## config.mk

```make
export PLATFORM = sky130hd
export DESIGN_NAME = nvac_ctrl
export DESIGN_NICKNAME = d
export VERILOG_FILES = /design/src/nvac_pkg.sv /design/src/nvac_ctrl.sv
export VERILOG_INCLUDE_DIRS = /design/src
export SDC_FILE = /design/constraint.sdc
export NUM_CORES = 1
export LEC_CHECK = 0
export BUFFER_PORTS_ARGS = -buffer_cell sky130_fd_sc_hd__buf_2
export CAP_MARGIN = 15
export CORE_ASPECT_RATIO = 0.8
export CORE_MARGIN = 1
export CORE_UTILIZATION = 56
export CTS_CLUSTER_DIAMETER = 150
export DETAILED_ROUTE_END_ITERATION = 6
export PLACE_DENSITY = 0.8
export SYNTH_ARGS = -nofsm -noshare
export SYNTH_HDL_FRONTEND = slang
export SYNTH_SLANG_ARGS = --single-unit
```

## constraint.sdc

```tcl
create_clock -name core_clk -period 3.25 [get_ports core_clk]
set_input_delay 0.65 -clock core_clk [delete_from_list [all_inputs] [get_ports core_clk]]
set_output_delay 0.65 -clock core_clk [all_outputs]
set_load 0.02 [all_outputs]
```

## src/nvac_cfg.svh

```systemverilog
// Register offsets, field positions, unlock codes, masks and timing counts for the access controller.
// Assumes one instruction cycle per core_clk cycle.
`ifndef NVAC_CFG_SVH
`define NVAC_CFG_SVH
`define NVAC_OFF_ACCESS_CONTROL 9'h18c
`define NVAC_OFF_UNLOCK_PORT    9'h18d
`define NVAC_OFF_DATA_LOW       9'h10c
`define NVAC_OFF_ADDR_LOW       9'h10d
`define NVAC_OFF_DATA_HIGH      9'h10e
`define NVAC_OFF_ADDR_HIGH      9'h10f
`define NVAC_OFF_STATUS         9'h10b
`define NVAC_BIT_SPACE          7
`define NVAC_BIT_ABORT          3
`define NVAC_BIT_PERMIT         2
`define NVAC_BIT_WRITE          1
`define NVAC_BIT_READ           0
`define NVAC_BIT_DONE           0
`define NVAC_UNLOCK_FIRST       8'h55
`define NVAC_UNLOCK_SECOND      8'haa
`define NVAC_FLASH_RD_CYCLES    2'h2
`define NVAC_FLASH_WR_CYCLES    2'h2
`define NVAC_EE_WR_CYCLES       16'h0100
`define NVAC_CNT_ONE            16'h0001
`define NVAC_ADDR_HI_MASK       8'h1f
`define NVAC_DATA_HI_MASK       8'h3f
`define NVAC_ZERO8              8'h00
`endif

```

## src/nvac_pkg.sv

```systemverilog
// Types shared by the access controller: states and the register-file state record.
// Assumes the constants header is included by the design file.
package nvac_pkg;
  typedef enum logic [2:0] {
    NVAC_IDLE, NVAC_FRD, NVAC_EEWR, NVAC_FLWR
  } nvac_state_t;
  typedef enum logic [1:0] {
    NVAC_LOCK0, NVAC_LOCK1, NVAC_LOCK2
  } nvac_unlock_t;
  typedef struct packed {
    nvac_state_t  st;
    nvac_unlock_t ul;
    logic [15:0]  cnt;
    logic         space;
    logic         abort;
    logic         permit;
    logic         wr;
    logic         rd;
    logic         done;
    logic [7:0]   addr_lo;
    logic [7:0]   addr_hi;
    logic [7:0]   data_lo;
    logic [7:0]   data_hi;
    logic [7:0]   rdata;
    logic         stall;
    logic         mem_we;
    logic         mem_space;
    logic [12:0]  mem_addr;
    logic [13:0]  mem_wdata;
    logic [2:0]   warm_sync;
    logic         warm;
  } nvac_state_rec_t;
endpackage

```

## src/nvac_ctrl.sv

```systemverilog
// Data EEPROM / program flash access controller with its register file.
// Assumes the processor runs one instruction per core_clk and honours cpu_stall.
// Assumes abort_rst may come from another clock; it is filtered in here.
`timescale 1ns/1ps
`include "nvac_cfg.svh"
module nvac_ctrl #(
  parameter logic [15:0] EE_WR_CYCLES = `NVAC_EE_WR_CYCLES
) (
  input  wire logic        core_clk,
  input  wire logic        rstn,
  input  wire logic        abort_rst,
  input  wire logic [8:0]  reg_addr,
  input  wire logic [7:0]  reg_wdata,
  input  wire logic        reg_wr,
  input  wire logic        reg_rd,
  output logic      [7:0]  reg_rdata,
  input  wire logic        flash_store_permit_cfg,
  input  wire logic        flash_protected,
  input  wire logic [7:0]  ee_rdata,
  input  wire logic [13:0] fl_rdata,
  output logic             mem_we,
  output logic             mem_space,
  output logic      [12:0] mem_addr,
  output logic      [13:0] mem_wdata,
  output logic             cpu_stall
);

  nvac_pkg::nvac_state_rec_t s_r;
  nvac_pkg::nvac_state_rec_t s_nxt;

  // Address decode used by both the write and the read path
  function automatic logic hit(input logic [8:0] a, input logic [8:0] off);
    hit = (a == off);
  endfunction

  // Control register image; unimplemented bits forced to zero
  function automatic logic [7:0] ctl_image(input nvac_pkg::nvac_state_rec_t s);
    ctl_image = `NVAC_ZERO8;
    ctl_image[`NVAC_BIT_SPACE]  = s.space;
    ctl_image[`NVAC_BIT_ABORT]  = s.abort;
    ctl_image[`NVAC_BIT_PERMIT] = s.permit;
    ctl_image[`NVAC_BIT_WRITE]  = s.wr;
    ctl_image[`NVAC_BIT_READ]   = s.rd;
  endfunction

  logic wr_ctl;
  logic busy;
  logic go_wr;
  logic go_rd;
  logic fl_ok;
  logic warm_hit;

  // Next-state logic: register writes, unlock tracking, and the access engine
  always_comb begin
    s_nxt        = s_r;
    s_nxt.mem_we = 1'b0;
    // Warm reset crosses clocks: three flops, a change counts once the last two agree
    s_nxt.warm_sync = {s_r.warm_sync[1:0], abort_rst};
    warm_hit        = (s_r.warm_sync[1] == s_r.warm_sync[2]) ? s_r.warm_sync[2] : s_r.warm;
    s_nxt.warm      = warm_hit;
    wr_ctl       = reg_wr && hit(reg_addr, `NVAC_OFF_ACCESS_CONTROL);
    busy         = (s_r.st != nvac_pkg::NVAC_IDLE) || s_r.rd || s_r.wr;
    // Flash writes gated by protection and the configuration permit
    fl_ok        = flash_store_permit_cfg && !flash_protected;
    // Permit must already be set from an earlier write; the new value does not count
    go_wr = wr_ctl && reg_wdata[`NVAC_BIT_WRITE] && !busy && s_r.permit
            && (s_r.ul == nvac_pkg::NVAC_LOCK2)
            && (!s_r.space || fl_ok);
    go_rd = wr_ctl && reg_wdata[`NVAC_BIT_READ] && !busy && !go_wr;

    // Unlock sequence: any other bus write breaks it
    if (reg_wr) begin
      if (hit(reg_addr, `NVAC_OFF_UNLOCK_PORT) && reg_wdata == `NVAC_UNLOCK_FIRST) begin
        s_nxt.ul = nvac_pkg::NVAC_LOCK1;
      end else if (hit(reg_addr, `NVAC_OFF_UNLOCK_PORT) && reg_wdata == `NVAC_UNLOCK_SECOND
                   && s_r.ul == nvac_pkg::NVAC_LOCK1) begin
        s_nxt.ul = nvac_pkg::NVAC_LOCK2;
      end else begin
        s_nxt.ul = nvac_pkg::NVAC_LOCK0;
      end
    end

    // Plain register writes
    if (wr_ctl) begin
      s_nxt.permit = reg_wdata[`NVAC_BIT_PERMIT];
      s_nxt.abort  = reg_wdata[`NVAC_BIT_ABORT];
      if (!busy) begin
        s_nxt.space = reg_wdata[`NVAC_BIT_SPACE];
      end
    end
    if (reg_wr && hit(reg_addr, `NVAC_OFF_ADDR_LOW)) begin
      s_nxt.addr_lo = reg_wdata;
    end
    if (reg_wr && hit(reg_addr, `NVAC_OFF_ADDR_HIGH)) begin
      s_nxt.addr_hi = reg_wdata & `NVAC_ADDR_HI_MASK;
    end
    if (reg_wr && hit(reg_addr, `NVAC_OFF_DATA_LOW)) begin
      s_nxt.data_lo = reg_wdata;
    end
    if (reg_wr && hit(reg_addr, `NVAC_OFF_DATA_HIGH)) begin
      s_nxt.data_hi = reg_wdata & `NVAC_DATA_HI_MASK;
    end
    // Done flag: software writes zero to clear, completion below wins
    if (reg_wr && hit(reg_addr, `NVAC_OFF_STATUS) && !reg_wdata[`NVAC_BIT_DONE]) begin
      s_nxt.done = 1'b0;
    end

    // Access engine
    unique case (s_r.st)
      nvac_pkg::NVAC_IDLE: begin
        if (go_rd && !s_r.space) begin
          // EEPROM read completes at once; data visible next cycle
          s_nxt.data_lo = ee_rdata;
          s_nxt.rd      = 1'b0;
        end else if (go_rd) begin
          s_nxt.rd  = 1'b1;
          s_nxt.st  = nvac_pkg::NVAC_FRD;
          s_nxt.cnt = `NVAC_CNT_ONE;
        end else if (go_wr) begin
          s_nxt.wr        = 1'b1;
          s_nxt.ul        = nvac_pkg::NVAC_LOCK0;
          s_nxt.mem_space = s_r.space;
          s_nxt.mem_addr  = {s_r.addr_hi[4:0], s_r.addr_lo};
          s_nxt.mem_wdata = s_r.space ? {s_r.data_hi[5:0], s_r.data_lo}
                                      : {6'h00, s_r.data_lo};
          if (s_r.space) begin
            s_nxt.st    = nvac_pkg::NVAC_FLWR;
            s_nxt.stall = 1'b1;
            s_nxt.cnt   = `NVAC_CNT_ONE;
          end else begin
            s_nxt.st  = nvac_pkg::NVAC_EEWR;
            s_nxt.cnt = `NVAC_CNT_ONE;
          end
        end
      end
      nvac_pkg::NVAC_FRD: begin
        // Two fetch cycles, then the word lands in both data registers
        if (s_r.cnt[1:0] == `NVAC_FLASH_RD_CYCLES) begin
          s_nxt.data_lo = fl_rdata[7:0];
          s_nxt.data_hi = {2'h0, fl_rdata[13:8]};
          s_nxt.rd      = 1'b0;
          s_nxt.st      = nvac_pkg::NVAC_IDLE;
        end else begin
          s_nxt.cnt = s_r.cnt + `NVAC_CNT_ONE;
        end
      end
      nvac_pkg::NVAC_EEWR: begin
        // Self-timed; trigger stays high throughout
        if (s_r.cnt == EE_WR_CYCLES) begin
          s_nxt.mem_we = 1'b1;
          s_nxt.wr     = 1'b0;
          s_nxt.done   = 1'b1;
          s_nxt.abort  = 1'b0;
          s_nxt.st     = nvac_pkg::NVAC_IDLE;
        end else begin
          s_nxt.cnt = s_r.cnt + `NVAC_CNT_ONE;
        end
      end
      nvac_pkg::NVAC_FLWR: begin
        // Processor held for two cycles while the word is stored
        if (s_r.cnt[1:0] == `NVAC_FLASH_WR_CYCLES) begin
          s_nxt.mem_we = 1'b1;
          s_nxt.stall  = 1'b0;
          s_nxt.wr     = 1'b0;
          s_nxt.done   = 1'b1;
          s_nxt.abort  = 1'b0;
          s_nxt.st     = nvac_pkg::NVAC_IDLE;
        end else begin
          s_nxt.cnt = s_r.cnt + `NVAC_CNT_ONE;
        end
      end
      default: s_nxt.st = nvac_pkg::NVAC_IDLE;
    endcase

    // Read data one cycle after the strobe; unmapped reads give zero
    s_nxt.rdata = `NVAC_ZERO8;
    if (reg_rd) begin
      if (hit(reg_addr, `NVAC_OFF_ACCESS_CONTROL)) s_nxt.rdata = ctl_image(s_r);
      if (hit(reg_addr, `NVAC_OFF_UNLOCK_PORT))    s_nxt.rdata = `NVAC_ZERO8;
      if (hit(reg_addr, `NVAC_OFF_ADDR_LOW))       s_nxt.rdata = s_r.addr_lo;
      if (hit(reg_addr, `NVAC_OFF_ADDR_HIGH))      s_nxt.rdata = s_r.addr_hi;
      if (hit(reg_addr, `NVAC_OFF_DATA_LOW))       s_nxt.rdata = s_r.data_lo;
      if (hit(reg_addr, `NVAC_OFF_DATA_HIGH))      s_nxt.rdata = s_r.data_hi;
      if (hit(reg_addr, `NVAC_OFF_STATUS))         s_nxt.rdata = {7'h00, s_r.done};
    end

    // Filtered warm reset cutting a write short flags the abort; data, address, space keep
    if (warm_hit) begin
      s_nxt.abort  = (s_r.st == nvac_pkg::NVAC_EEWR) || (s_r.st == nvac_pkg::NVAC_FLWR)
                     || s_r.abort;
      s_nxt.st     = nvac_pkg::NVAC_IDLE;
      s_nxt.ul     = nvac_pkg::NVAC_LOCK0;
      s_nxt.wr     = 1'b0;
      s_nxt.rd     = 1'b0;
      s_nxt.permit = 1'b0;
      s_nxt.stall  = 1'b0;
      s_nxt.mem_we = 1'b0;
    end
  end

  // Full reset clears everything; abort_rst is the warm reset that keeps data
  always_ff @(posedge core_clk) begin
    if (!rstn) begin
      s_r <= '0;
    end else begin
      s_r <= s_nxt;
    end
  end

  // Outputs straight from the state record
  assign reg_rdata = s_r.rdata;
  assign mem_we    = s_r.mem_we;
  assign mem_space = s_r.mem_space;
  assign mem_addr  = s_r.mem_addr;
  assign mem_wdata = s_r.mem_wdata;
  assign cpu_stall = s_r.stall;

endmodule

```

; After elaboration in Yosys (flattened, before gate mapping)
; Cells that the tools add are included.
[totals]
regBits = 98
word_cells = 161
[op_classes]
n_reduce_logical = 47
n_eq_ne = 29
bitwise_logic = 5
mux = 57
add_sub_neg = 1
[op_table]
columns = op, n
row1 = $mux W8, 10
row2 = $mux W16, 4
row3 = $eq A9 B9 Y1 const B, 7
row4 = $pmux W16 S3, 1
row5 = $mux W21, 2
row6 = $logic_and A1 B1 Y1, 20
row7 = $mux W1, 20
row8 = $ne A2 B2 Y1 const B, 9
row9 = $add A16 B1 Y16 const B, 1
row10 = $eq A16 B9 Y1 const B, 1
row11 = $pmux W8 S2, 1
row12 = $mux W14, 1
row13 = $mux W2, 7
row14 = $reduce_and A6 Y1, 2
row15 = $pmux W1 S2, 5
row16 = $mux W3, 3
row17 = $pmux W3 S3, 1
row18 = $reduce_bool A3 Y1, 3
row19 = $eq A8 B7 Y1 const B, 1
row20 = $eq A8 B8 Y1 const B, 1
row21 = $reduce_and A4 Y1, 2
row22 = $eq A3 B2 Y1 const B, 2
row23 = $ne A3 B3 Y1 const B, 2
row24 = $logic_not A1 Y1, 5
row25 = other kinds (16), 28

; Logic depth before layout (Yosys ltp)
[logic_depth]
ltp_word = 14
ltp_mapped = 9
ltp_nobuf = 8

; Worst setup path after synthesis
; No wires, ideal clock.
[synth_path]
kind = input -> register
start = input port reg_addr[5]
end = register s_r[84] (netlist name)
arrival_time_ns = 2.609
t_required_ns = 3.191
cell_stages = 9
n_path_buf = 3
setup_slack_ns = 0.582
setup_time_ns = 0.059
cell_sequence = or4b_1 > buf_2 > and4bb_1 > buf_2 > and2_1 > buf_4 > o21ai_2 > or4_1 > nand2_1
[synth_between]
elab_chain_cells = 12
[synth_lines]
columns = element, line
row1 = from (decl), nvac_ctrl.sv:12  ; input wire logic [8:0] reg_addr,
row2 = $eq A9 B9 Y1 (*), nvac_ctrl.sv:33  ; hit = (a == off);
row3 = $logic_and A1 B1 Y1 (*), nvac_ctrl.sv:61  ; wr_ctl = reg_wr && hit(reg_addr, `NVAC_OFF_ACCESS_CONTROL);
row4 = $logic_and A1 B1 Y1 (5 in a row), nvac_ctrl.sv:66  ; go_wr = wr_ctl && reg_wdata[`NVAC_BIT_WRITE] && !busy && s_r.permit
row5 = $logic_not A1 Y1, nvac_ctrl.sv:69  ; go_rd = wr_ctl && reg_wdata[`NVAC_BIT_READ] && !busy && !go_wr;
row6 = $logic_and A1 B1 Y1, nvac_ctrl.sv:69
row7 = $mux W16 or $logic_and A1 B1 Y1 (tied branches), "nvac_ctrl.sv:115, nvac_ctrl.sv:111"
row8 = $mux W21 or $ne A2 B2 Y1 (tied branches), --
row9 = $pmux W16 S3 or $reduce_and A5 Y1 (tied branches), --
row10 = to (signal assigned), nvac_ctrl.sv:206  ; s_r <= s_nxt;
row11 = to (decl), nvac_ctrl.sv:28  ; nvac_pkg::nvac_state_rec_t s_r;
; Every way passes the cells marked *; elsewhere a longest branch is shown, timed or not. The select of a mux whose other input is x is not followed.
; A chain may end at the register's enable or synchronous reset.

; Worst setup path in the final report
; Same ends and word-level chain as after synthesis.

==> results.ini <==
[cells_and_area]
insertedDiodeCount = 0
drive_gt1_share_pct = 19.0
syn2layout_area_growth_pct = 10.0
layout_commonest_cell = nand2_1
nNetsFinal = 674
fillers = 708
post-route-util_pct = 64.4
layout_common_cells = 100 x nand2_1, 97 x dfxtp_1, 83 x buf_2, 73 x a21oi_1, 31 x nor2_1
multiInputGateArea_um2 = 2320
stdcell_area_um2 = 5190
register_area_um2 = 1940

[sta]
period_minus_slack_ns = 2.64
tns_ns = 0
hold_slack_ns = 0.443
final.period_utilization_pct = 81.2
max_freq_mhz = 379
finClkSkew_ns = 0.0146
maxSlewHeadroom_pct = 47.9
rsz0062_at_grt = false
slew_violations = 0
finalSetupViolCount = 0
tightest_slew_ns = 0.780
hold_viol = 0

[power]
peakVddDrop_mv = 0.218
powerDensity_nw_per_um2 = 404
switchingPower_w = 0.000491
power_w = 0.00210
switching_share_pct = 23.4
seqPwrFrac_pct = 56.8
power.leakage_nw = 2.04
internal_power_w = 0.00160
pwr-share-comb_pct = 4.9
pwr-share-clk_pct = 38.4

[die]
die_y_um = 84.1
die_area_um2 = 8800
ios = 84
fp.coreArea_um2 = 8060
rows = 29
initial_utilization_pct = 58.6
fp.dieW_um = 105

[worst_setup_path]
crit_type = input port to register
end_kind = register
worstPathRequired_ns = 3.55
path_cells = buf_2 -> or4b_1 -> buf_4 -> and4bb_1 -> and2_1 -> o21ai_2 -> or4_1 -> nand2_1
cpMaxStageDelayCell = or4b_1
worstPathMaxFanout = 10
crit_arrival_ns = 2.94
cp-start-kind = input port
slowest_delay_ns = 0.58

[cts]
numClockSinks = 97
cts_tree = built
root_buffer = clkbuf_8
cts-hold-fix-buffers = 0
postCtsSetupBuffers = 0
insertion_delay_ns = 0.37
cts_resized = 0
clock_path_buffers = 2
cts-buffers-inserted = 9
clkTransAtPathRegs_ns = 0.09
htreeDepth = 3

[detailed_routing]
postRouteAntennaNets = 0
viasPerCell = 5.99
dr.pass1.iters = 7
avgRoutedWirePerCell_um = 17.3
wl_um = 12800
drc = 0
num_vias = 4422
drt_iter0_markers = 596

[global_route]
overflow = 0
grt_start_max_net_pins = 35
grt.total_usage_pct = 29.7
grt_pass1_wl_um = 20500
grt_pass1_vias = 3994
antenna_found_initial = 0

[placement]
io_buffers = 83
dpl_cell_area_um2 = 4990
gp_congestion = 1.03
hpwl_um = 9160

[synthesis]
ys_seq_elements = 97
ys_seq_area_share_pct = 41.2
syn_area_um2 = 4720
synthesis.nets = 635
synth_flop_cell = dfxtp_1
synthArstFlopShare_pct = 0
synth_warnings = 0
synth_edf_count = 0
avgSynthCellArea_um2 = 8.05
synth_cell_types = 58
synthCells = 586

[status]
status = complete, no violations

[flow_run]
max-cap-violations = 0

[hold_path]
timing.hold.worst.class = register to register

## area by class of cell
type | instances | share of cell area (%)
Clock inverter | 5 | 1.21
Tap cell | 108 | 2.60
Multi-Input combinational cell | 407 | 44.8
Clock buffer | 11 | 2.72
Sequential cell | 97 | 37.4
Inverter | 12 | 0.868
Timing Repair Buffer | 98 | 10.4
## registers in the layout, summed over array words and instances (netlist names)
| name | flops |
|---|---|
| cpu_stall | 1 |
| mem_wdata | 14 |
| s_r | 57 |
| reg_rdata | 8 |
| s_nxt | 2 |
| mem_addr | 13 |
| mem_we | 1 |
| mem_space | 1 |
## critical path, delay by kind of cell
family	cells	cell delay, ns
buffers and inverters	2	0.29
and+or+nand+nor	5	1.83
AOI/OAI and AO/OA	1	0.15
## per-layer routing
layer,up-vias,part of all wire (%),track usage [%]
met5,-,0,0
li1,2115,-,-
met3,32,10,7.18
met2,249,41,43.8
met1,2026,46,42.7
met4,0,2.5,8.96
## per-stage QoR
stage          std cells  setup WS [ns]
6_report             738          0.610
5_1_grt              738          0.504
4_1_cts              738          0.655
3_5_place_dp         722          0.311
3_3_place_gp         722          0.357
2_1_floorplan        586          0.582
## path summary, 6_finish.rpt
| check | cells past startpoint | start | slack, ns | endpoint |
|---|---|---|---|---|
| worst min register to register | 1 | s_nxt[2] | 0.44 | s_nxt[3] |
| worst max-delay path | 8 | reg_addr[5] | 0.61 | s_r[84] |
| worst max register to register | 7 | s_r[98] | 0.82 | s_r[95] |
| worst min-delay path | 1 | s_nxt[2] | 0.44 | s_nxt[3] |
## Yosys cell counts, types with 6 or more instances
library cell / instances / share of area, %
a21oi_1: 73 / 7.7
a22oi_1: 6 / 0.95
and2_1: 8 / 1.1
buf_2: 7 / 0.74
buf_4: 36 / 5.7
clkbuf_1: 25 / 2.0
dfxtp_1: 97 / 41
inv_1: 12 / 0.95
mux2i_1: 22 / 4.7
nand2_1: 100 / 8.0
nand2b_1: 8 / 1.1
nand3_1: 23 / 2.4
nor2_1: 31 / 2.5
nor3_1: 10 / 1.1
nor4_1: 6 / 0.80
o21ai_0: 27 / 2.9
o21ai_1: 6 / 0.64
o2bb2ai_1: 6 / 1.1
or3_1: 7 / 0.93
## power groups by stage
stage               Clock [W]  Sequential, W  Combinational [W]
detailed placement          0        0.00122          0.0000983
global placement            0        0.00122          0.0000973
floorplan                   0        0.00122          0.0000455
finish               0.000804        0.00119           0.000102
global route         0.000866        0.00119           0.000108
CTS                  0.000814        0.00119          0.0000989
## kinds of logic (layout without fill, tap and decap cells)
logic type / after synthesis / count (layout) / synth area share [%]
buffers and inverters: 82 / 126 / 9.58
multiplexers: 24 / 24 / 5.23
flip-flops: 97 / 97 / 41.2
adder cells (fa/ha/maj): 4 / 4 / 1.01
AO/OA/AOI/OAI: 149 / 149 / 18.8
AND/OR/NAND/NOR: 230 / 230 / 24.2
Power figures use the tool's default switching activity.
